### config.mk
export PLATFORM = sky130hd
export DESIGN_NAME = apmc_power_ctrl
export DESIGN_NICKNAME = d
export VERILOG_FILES = /design/src/logic/apmc_pkg.sv /design/src/logic/apmc_power_ctrl.sv /design/src/logic/apmc_code_fmt.sv
export SDC_FILE = /design/constraint.sdc
export NUM_CORES = 1
export LEC_CHECK = 0
export BUFFER_PORTS_ARGS = -buffer_cell sky130_fd_sc_hd__buf_4
export CAP_MARGIN = 40
export CORE_MARGIN = 1.5
export CORE_UTILIZATION = 43
export DETAILED_ROUTE_END_ITERATION = 12
export GPL_TIMING_DRIVEN = 0
export MAX_ROUTING_LAYER = met4
export PLACE_DENSITY = 0.6
export SYNTH_ARGS = -nofsm -noshare
export SYNTH_HDL_FRONTEND = slang
export SYNTH_SLANG_ARGS = --single-unit
### constraint.sdc
create_clock -name clk_sys -period 4 [get_ports clk_sys]
set_clock_uncertainty 0.1 [all_clocks]
set_input_delay 0.4 -clock clk_sys [delete_from_list [all_inputs] [get_ports clk_sys]]
set_output_delay 0.4 -clock clk_sys [all_outputs]
set_load 0.005 [all_outputs]
### src/logic/apmc_pkg.sv
// package of constants and types for the converter power-mode control block
package apmc_pkg;
    // ************************************************************
    // power-mode field encodings
    // ************************************************************
    typedef enum logic [1:0] {
        APMC_MODE_NORMAL  = 2'b00,
        APMC_MODE_FULLAFT = 2'b01,
        APMC_MODE_FULLNOW = 2'b10,
        APMC_MODE_PARTAFT = 2'b11
    } apmc_mode_e;

    // ************************************************************
    // sequencer states
    // ************************************************************
    typedef enum logic [2:0] {
        APMC_ST_UNCAL   = 3'b000,
        APMC_ST_SETTLE  = 3'b001,
        APMC_ST_IDLE    = 3'b010,
        APMC_ST_CONVERT = 3'b011,
        APMC_ST_CAL     = 3'b100,
        APMC_ST_FULLPD  = 3'b101,
        APMC_ST_PARTPD  = 3'b110
    } apmc_state_e;

    localparam int         APMC_RES_BITS    = 12;
    localparam int         APMC_CODE_STEPS  = 4096;
    localparam logic [1:0] APMC_MODE_RESET  = 2'b00;
    // control word layout: two msbs are the all-zeros qualifier
    localparam int         APMC_CTL_W       = 12;
    localparam int         APMC_CTL_MODE_HI = 11;
    localparam int         APMC_CTL_MODE_LO = 10;
    localparam int         APMC_CTL_START   = 9;
    localparam int         APMC_CTL_BIPOLAR = 8;
    localparam int         APMC_CLK_MHZ     = 50;
    // auto-calibration timeouts and conversion length
    localparam int         APMC_SETTLE_US   = 32000;
    localparam int         APMC_CAL_US      = 32000;
    localparam int         APMC_CONV_CYC    = 17;
    localparam int         APMC_SETTLE_CYC  = APMC_SETTLE_US * APMC_CLK_MHZ;
    localparam int         APMC_CAL_CYC     = APMC_CAL_US * APMC_CLK_MHZ;
    localparam int         APMC_CNT_W       = 32;
endpackage : apmc_pkg

### src/logic/apmc_power_ctrl.sv
// power-mode and conversion-start control for a 12-bit sampling converter
`timescale 1ns/1ps
`default_nettype none
// Overview of operation
// - bipolar results are two's complement, one step equals span over 4096
// - sleep input ignored while power-up calibration runs
// - two-bit power-mode field, resets to normal 00
// - mode 01: full power-down after current work and every conversion
// - mode 10: full power-down immediately once calibrated, aborting any conversion
// - mode 11: partial power-down after each conversion
// - partial power-down keeps the reference powered
// - start pin falling edge wakes device in modes 01 and 11
// - control-register start bit also begins a conversion
// - write with both msbs zero acts as all-zeros write
// - start pin rising edge holds the sample and converts
// - start bit clears when busy falls after a conversion, unless a start write lands in that cycle
module apmc_power_ctrl
    import apmc_pkg::*;
#(
    parameter int SETTLE_CYC = APMC_SETTLE_CYC,
    parameter int CAL_CYC    = APMC_CAL_CYC,
    parameter int CONV_CYC   = APMC_CONV_CYC
) (
    input  wire logic                     clk_sys,
    input  wire logic                     rst,
    input  wire logic                     conversion_start_n,
    input  wire logic                     sleepReq_n,
    input  wire logic                     ctlWrite,
    input  wire logic [APMC_CTL_W-1:0]    ctlData,
    input  wire logic [APMC_RES_BITS-1:0] rawResult,
    output logic                          busy,
    output logic                          trackHold,
    output logic                          fullPowerDown,
    output logic                          partialPowerDown,
    output logic                          refPowered,
    output logic                          calibrated,
    output logic [1:0]                    powerMode,
    output logic                          startBit,
    output logic                          resultValid,
    output logic [APMC_RES_BITS-1:0]      result
);
    // ************************************************************
    // state record
    // ************************************************************
    typedef struct packed {
        apmc_state_e             st;
        logic [1:0]              mode;
        logic                    startBit;
        logic                    bipolar;
        logic                    cvstPrev;
        logic                    wokeByPin;
        logic                    calDone;
        logic                    skipCal;
        logic                    hold;
        logic                    busy;
        logic                    sleepPd;
        logic                    fullPd;
        logic                    partPd;
        logic                    refOn;
        logic [APMC_CNT_W-1:0]   cnt;
        logic                    resValid;
        logic [APMC_RES_BITS-1:0] res;
    } apmc_state_s;

    apmc_state_s q_r;
    apmc_state_s q_nxt;
    logic [APMC_RES_BITS-1:0] fmtCode;

    // ************************************************************
    // helpers
    // ************************************************************
    // modes that power down after a conversion finishes
    function automatic logic apmc_pd_after(input logic [1:0] m);
        return (m == APMC_MODE_FULLAFT) || (m == APMC_MODE_PARTAFT);
    endfunction : apmc_pd_after

    // state entered once a conversion or calibration ends
    function automatic apmc_state_e apmc_after_st(input logic [1:0] m);
        case (m)
            APMC_MODE_FULLAFT: return APMC_ST_FULLPD;
            APMC_MODE_PARTAFT: return APMC_ST_PARTPD;
            APMC_MODE_FULLNOW: return APMC_ST_FULLPD;
            default:           return APMC_ST_IDLE;
        endcase
    endfunction : apmc_after_st

    apmc_code_fmt #(
        .WIDTH (APMC_RES_BITS)
    ) u_fmt (
        .rawCode (rawResult),
        .bipolar (q_r.bipolar),
        .outCode (fmtCode)
    );

    // ************************************************************
    // next-state logic
    // ************************************************************
    always_comb begin
        logic fallEdge;
        logic riseEdge;
        logic startReq;
        logic wrNorm;
        logic endWork;
        fallEdge = q_r.cvstPrev & ~conversion_start_n;
        riseEdge = ~q_r.cvstPrev & conversion_start_n;
        wrNorm   = ctlWrite & (ctlData[APMC_CTL_MODE_HI] |
                               ctlData[APMC_CTL_MODE_LO]);
        endWork  = 1'b0;
        startReq = riseEdge | q_r.startBit;
        q_nxt          = q_r;
        q_nxt.cvstPrev = conversion_start_n;
        q_nxt.resValid = 1'b0;
        // control write; msbs both zero means an all-zeros write
        if (ctlWrite) begin
            if (wrNorm) begin
                q_nxt.mode = {ctlData[APMC_CTL_MODE_HI],
                              ctlData[APMC_CTL_MODE_LO]};
                q_nxt.bipolar = ctlData[APMC_CTL_BIPOLAR];
                if (ctlData[APMC_CTL_START]) begin
                    q_nxt.startBit = 1'b1;
                end
            end else begin
                q_nxt.mode = APMC_MODE_NORMAL;
            end
            // a write before calibration starts disables it
            if (!q_r.calDone && q_r.st != APMC_ST_CAL) begin
                q_nxt.skipCal = 1'b1;
            end
        end
        // sleep pin only counts once calibration has finished
        q_nxt.sleepPd = q_r.calDone & ~sleepReq_n;
        if (q_r.cnt != '0) begin
            q_nxt.cnt = q_r.cnt - APMC_CNT_W'(1);
        end
        case (q_r.st)
            APMC_ST_UNCAL: begin
                if (riseEdge) begin
                    q_nxt.st   = APMC_ST_SETTLE;
                    q_nxt.busy = 1'b1;
                    q_nxt.cnt  = APMC_CNT_W'(SETTLE_CYC);
                end
            end
            APMC_ST_SETTLE: begin
                // start pulses are gated by busy here
                if (q_r.cnt == APMC_CNT_W'(1)) begin
                    q_nxt.busy = 1'b0;
                    q_nxt.st   = q_nxt.skipCal ? APMC_ST_IDLE
                                               : APMC_ST_CAL;
                    q_nxt.calDone = q_nxt.skipCal;
                end
            end
            APMC_ST_CAL: begin
                if (q_r.busy && q_r.cnt == APMC_CNT_W'(1)) begin
                    q_nxt.busy    = 1'b0;
                    q_nxt.calDone = 1'b1;
                    endWork       = 1'b1;
                end else if (!q_r.busy && riseEdge) begin
                    q_nxt.busy = 1'b1;
                    q_nxt.cnt  = APMC_CNT_W'(CAL_CYC);
                end
            end
            APMC_ST_IDLE: begin
                if (startReq) begin
                    q_nxt.st   = APMC_ST_CONVERT;
                    q_nxt.hold = 1'b1;
                    q_nxt.busy = 1'b1;
                    q_nxt.cnt  = APMC_CNT_W'(CONV_CYC);
                end
            end
            APMC_ST_CONVERT: begin
                if (q_r.cnt == APMC_CNT_W'(1)) begin
                    q_nxt.busy     = 1'b0;
                    q_nxt.hold     = 1'b0;
                    // a start write in the same cycle wins over the clear
                    if (!(wrNorm && ctlData[APMC_CTL_START])) begin
                        q_nxt.startBit = 1'b0;
                    end
                    q_nxt.res      = fmtCode;
                    q_nxt.resValid = 1'b1;
                    q_nxt.wokeByPin = 1'b0;
                    endWork        = 1'b1;
                end
            end
            APMC_ST_FULLPD, APMC_ST_PARTPD: begin
                // falling start edge wakes; the mode field stays put
                if (fallEdge && apmc_pd_after(q_r.mode)) begin
                    q_nxt.st        = APMC_ST_IDLE;
                    q_nxt.wokeByPin = 1'b1;
                end else if (wrNorm && !apmc_pd_after(q_nxt.mode)
                             && q_nxt.mode != APMC_MODE_FULLNOW) begin
                    q_nxt.st = APMC_ST_IDLE;
                end else if (!wrNorm && ctlWrite) begin
                    q_nxt.st = APMC_ST_IDLE;
                end
            end
            default: q_nxt.st = APMC_ST_UNCAL;
        endcase
        // finished work drops into the state the mode selects: full or partial power-down, or idle in mode 00
        if (endWork) begin
            q_nxt.st = apmc_after_st(q_nxt.mode);
        end
        // immediate full power-down aborts conversion, not calibration
        if (q_nxt.mode == APMC_MODE_FULLNOW && q_r.calDone
            && q_nxt.st != APMC_ST_FULLPD) begin
            q_nxt.st       = APMC_ST_FULLPD;
            q_nxt.busy     = 1'b0;
            q_nxt.hold     = 1'b0;
            q_nxt.startBit = 1'b0;
            q_nxt.resValid = 1'b0;
            q_nxt.cnt      = '0;
        end
        // mode 01 from idle also powers down, idle means no work
        if (q_nxt.st == APMC_ST_IDLE && !q_nxt.wokeByPin
            && q_nxt.mode == APMC_MODE_FULLAFT && q_r.calDone
            && !startReq && !q_nxt.startBit) begin
            q_nxt.st = APMC_ST_FULLPD;
        end
        // power outputs registered so every port leaves a flip-flop
        q_nxt.fullPd = (q_nxt.st == APMC_ST_FULLPD) | q_nxt.sleepPd;
        q_nxt.partPd = (q_nxt.st == APMC_ST_PARTPD);
        // reference stays up in partial power-down
        q_nxt.refOn  = (q_nxt.st != APMC_ST_FULLPD) & ~q_nxt.sleepPd;
    end

    // ************************************************************
    // state register
    // ************************************************************
    always_ff @(posedge clk_sys or posedge rst) begin
        if (rst) begin
            q_r          <= '0;
            q_r.st       <= APMC_ST_UNCAL;
            q_r.mode     <= APMC_MODE_RESET;
            q_r.cvstPrev <= 1'b1;
            q_r.refOn    <= 1'b1;
        end else begin
            q_r <= q_nxt;
        end
    end

    // outputs straight from the state record
    assign busy             = q_r.busy;
    assign trackHold        = q_r.hold;
    assign fullPowerDown    = q_r.fullPd;
    assign partialPowerDown = q_r.partPd;
    assign refPowered       = q_r.refOn;
    assign calibrated       = q_r.calDone;
    assign powerMode        = q_r.mode;
    assign startBit         = q_r.startBit;
    assign resultValid      = q_r.resValid;
    assign result           = q_r.res;
endmodule : apmc_power_ctrl
`default_nettype wire

### src/logic/apmc_code_fmt.sv
// output code formatter: straight binary or two's complement
`timescale 1ns/1ps
`default_nettype none
module apmc_code_fmt
    import apmc_pkg::*;
#(
    parameter int WIDTH = APMC_RES_BITS
) (
    input  wire logic [WIDTH-1:0] rawCode,
    input  wire logic             bipolar,
    output logic      [WIDTH-1:0] outCode
);
    // bipolar: offset binary to two's complement by msb inversion
    always_comb begin
        outCode = bipolar ? {~rawCode[WIDTH-1], rawCode[WIDTH-2:0]}
                          : rawCode;
    end
endmodule : apmc_code_fmt
`default_nettype wire

# Word-level counts from Yosys, hierarchy flattened
# Cells that the tools add are included.
# classes
addsub,1
multipliers,0
div_mod_pow,0
magnitude_cmp,0
n_eq_ne,26
shift,0
muxes,50
bitwise,13
reduce_logical,37
# ops
operator,n
$mux 32,5
$pmux 32 s3,1
$mux 33,1
$eq 32x1->1 const B,1
$reduce_bool 32->1,1
$sub 32x1->32 const B,1
$mux 3,10
$mux 13,2
$ne 3x3->1 const B,7
$mux 1,17
$eq 3x3->1 const B,5
$logic_and 1x1->1,15
$pmux 3 s5,1
$mux 12,1
$mux 2,5
$eq 3x2->1 const B,3
$pmux 1 s2,4
$logic_not 1->1,7
$eq 2x2->1 const B,3
$ne 2x2->1 const B,3
$pmux 3 s2,1
$reduce_and 3->1,2
$reduce_and 6->1,1
$reduce_bool 6->1,1
other kinds (14),29
# word_totals
ff_bits,61
latch_bits,0
ramBits,0
mem_bits_ro,0
inputBits,29
output_inout_bits,22
wordCells,143
mem_count,0

# Longest topological paths before layout
# logic_depth
depth_word,25
ltp_mapped,9
depth_no_buf,8

# Hierarchy
# Synthesis repeated with hierarchy kept, for this count alone.
# hier_totals
cells_unflattened,355
area_unflattened_um2,3474.6
# by_module_without_submodules
module,instances,cells_per_inst,area_each_um2,seq_area_each_um2
apmc_power_ctrl,1,343,3383.2,1529.0
apmc_code_fmt,1,12,91.3,0.0

# Worst setup path before layout
# OpenSTA, ideal clock, no wires.
# synth_timing
kind,input-to-reg
from,in ctlWrite
to,reg q_r[60] (netlist name)
setup_time_ns,0.138
arrival_ns,2.132
required_time_ns,3.762
path_slack_ns,1.630
path_stages,8
path_buffers,0
cell_sequence,mux2_2 -> ha_1 -> nand2_1 -> a211oi_1 -> o211ai_1 -> o211ai_2 -> or4_4 -> nor3b_1
# synth_rtl
item,line_no,rtl
"start, declared",apmc_power_ctrl.sv:28,"input wire logic ctlWrite,"
"end signal, assigned",apmc_power_ctrl.sv:236,q_r <= q_nxt;
"end, declared",apmc_power_ctrl.sv:65,apmc_state_s q_r;

==> results.md <==
* Most frequent cells in the layout: 59 x dfrtp_1, 58 x buf_4, 33 x nor2_1
* Run status: completed
* Nets@finish at 429
* VDD IR-drop max at 0.396 mV
* Die Wd at ~93 µm
* Tightest Hold Check Type: input pin to asynchronous set/reset pin
* Largest net degree at the start of global routing at 39
* Final setup fails at 0
* DRC at 0
* PwrDens at 766 nW/µm²
* Fin crit share at 70.2%
* Synth Flop Type: dfrtp_1
* Worst hold margin at 0.00556 ns
* Crit path kind: register to register
* Post-synthesis cell type count at 63
* Fin area at 4110 µm²
* Max stage delay on crit path at ~0.46 ns
* Max-Cap Viols at 0
* # rows at 32
* Synth top area share at between 40% and 50%
* R2r setup slk at roughly 1.2 ns
* Top cells by area, synth: dfrtp_1 43%, mux2_2 4.6%, nor2_1 3.6%, buf_4 3.5%, xnor2_1 3.1%
* Clock Sinks at 61
* Hold-fix buffers, CTS at 0
* Worst-Skew Late Latency at 0.33 ns
* CP Max Fanout at 10
* FF+latch count, synth at 61
* Hold Vio Cnt, Final at 0
* Slowest CP cell: clkbuf_1
* Synth Net Count at 375
* Placed Area at 3910 µm²
* Post-CTS Setup Inserts at 0
* # IOs at 51
* Layout Area Growth over Synthesis at 19.3%
* CTS tree: done
* CTS root buf: clkbuf_8
* Fmax at roughly 0.36 GHz
* CP Launch Type: register
* Syn avg cell area at 10.1 µm²
* Max-slew violation count at 0
* Cell taking the most area after synthesis: dfrtp_1
* Gr ovfl total at 0
* Post-route ant nets at 0
* Least-Margin Pin Slew at 0.712 ns
* N_diodes at 0
* Routed wire length at between 7000 and 8000 µm
* CP delay by family, top: simple AND/OR/NAND/NOR gates
* Via count at 2757
* Setup crit end kind: register
* Drt pass-1 iters at 4
* TritonCTS buffer count at 9
* Buf/Inv on CP at 1
* Lkg Pwr at about 1.9 nW
* Relative max-transition margin at 52.1%
* Vias in the first global route at 2695
* Worst-path clk slew at ~0.070 ns
* Gr usage total at 20.9%
* Drt via density at approximately 5.5
* Critical path arrival at 2.91 ns
* Initial Utilization at 44.6%
* CP Cell Sequence: nor4_2 -> nand4b_2 -> nor4_1 -> a21oi_2 -> a2bb2oi_2 -> clkbuf_1 -> nor2_1
* Cell Area, Synth at 3440 µm²
* Total Power at 3.15 mW
* Sequential area share after synthesis at 44.4%
* Die Ht at 92.5 µm
* CTS max path bufs at 2
* Hpwl dp at about 5700 µm
* Fin util at 53.2%
* RSZ-0062 raised after global routing: false
* Global placer's final weighted congestion at about 0.9
* Min cycle time layout at 2.81 ns
* Yosys Warn Count at 0
* Antenna violations before repair at 0
* FFs w/ async S/R, synth at 100%
* Post-synth EDFFs at 0
* Resized cells post-CTS at 0
* RR Startpoint: q_r[42]$_DFF_PP0_
* 1st-iter DRT viols at about 120
* TNS Setup at 0 ns
* Core footprint at 7730 µm²
* Worst R2R Path Depth at 7
* DIE AREA at 8560 µm²
* Required time of the critical path at a little over 4 ns
* Crit Reg-Reg Endpoint: q_r[30]$_DFF_PP0_
* Detailed-route wire length per cell at 15.9 µm
* Synth Instances at 340
* Layout cell share with drive strength beyond 1 at between 20% and 30%
* CTS H-Tree Depth at 3
* Most common cell after layout, fill and taps aside: dfrtp_1
* Port-buffer cells at 42
* Global-route wire length before repair at 13600 µm
synth_stat cells (all sizes together), types with 3 or more instances:
library cell	instances
nand2	17
a31oi	11
dfrtp	59
nand3	13
nor2	33
or3	8
nand2b	4
nor4	14
nor3	15
o211ai	6
buf	21
nor2b	6
mux2	14
o21ai	9
o31ai	4
a21oi	18
ha	6
nand4	5
xnor2	12
clkbuf	4
xor2	7
or4	7
and3	3
a211oi	3
inv	10
cell type report:
| class | count | area [µm²] |
|---|---|---|
| inverters | 10 | 37.5 |
| flip-flops and latches | 61 | 1530 |
| clock buffers | 12 | 155 |
| repair buffers | 43 | 335 |
| multi-input cells | 244 | 1720 |
| clock inverters | 4 | 47.5 |
| well taps | 102 | 128 |
| fillers | 694 | 3620 |
| plain buffers | 25 | 159 |
registers in the layout, summed over array words and instances (netlist names):
name and count:
resultValid 1, q_r 39, startBit 1, fullPowerDown 1, calibrated 1, trackHold 1
powerMode 2, refPowered 1, result 12, partialPowerDown 1, busy 1
power by group:
group          total (mW)  switching [mW]  internal, mW
Sequential           1.04           0.216         0.825
Clock               0.569           0.249         0.320
Combinational        1.54           0.903         0.634
metal layers:
| metal | track usage [%] | vias to the layer above | share of wire [%] |
|---|---|---|---|
| met5 | - | - | 0 |
| li1 | - | 1342 | - |
| met2 | 30.3 | 53 | 47 |
| met3 | 4.60 | 11 | 4.1 |
| met1 | 28.7 | 1351 | 48 |
| met4 | 8.08 | 0 | 1.2 |
through the flow:
step	instances	setup slack, ns
2_1_floorplan	340	1.63
3_3_place_gp	484	1.05
3_5_place_dp	485	1.07
4_1_cts	501	1.14
5_1_grt	501	0.884
6_report	501	1.19
kinds of logic (layout without fill, tap and decap cells):
kind of cell / Yosys count / count (layout) / share of synthesized area [%]
AOI/OAI and AO/OA: 65 / 65 / 13.3
xor gates and xnor gates: 19 / 19 / 4.83
adders and majority gates: 6 / 6 / 2.18
buffers and inverters: 35 / 94 / 5.70
DFF: 61 / 61 / 44.4
muxes: 15 / 15 / 4.87
and+or+nand+nor: 139 / 139 / 24.7
worst max-delay path by stage:
stage | start | endpoint | depth (start not counted)
6_report | q_r[42]$_DFF_PP0_ | q_r[30]$_DFF_PP0_ | 7
5_1_grt | q_r[42]$_DFF_PP0_ | q_r[40]$_DFF_PP0_ | 7
4_1_cts | q_r[42]$_DFF_PP0_ | q_r[40]$_DFF_PP0_ | 7
3_5_place_dp | ctlWrite | q_r[42]$_DFF_PP0_ | 10
3_3_place_gp | ctlWrite | q_r[42]$_DFF_PP0_ | 10
2_1_floorplan | ctlWrite | q_r[60]$_DFF_PP0_ | 8
No activity file was read; power rests on OpenSTA's default activity.
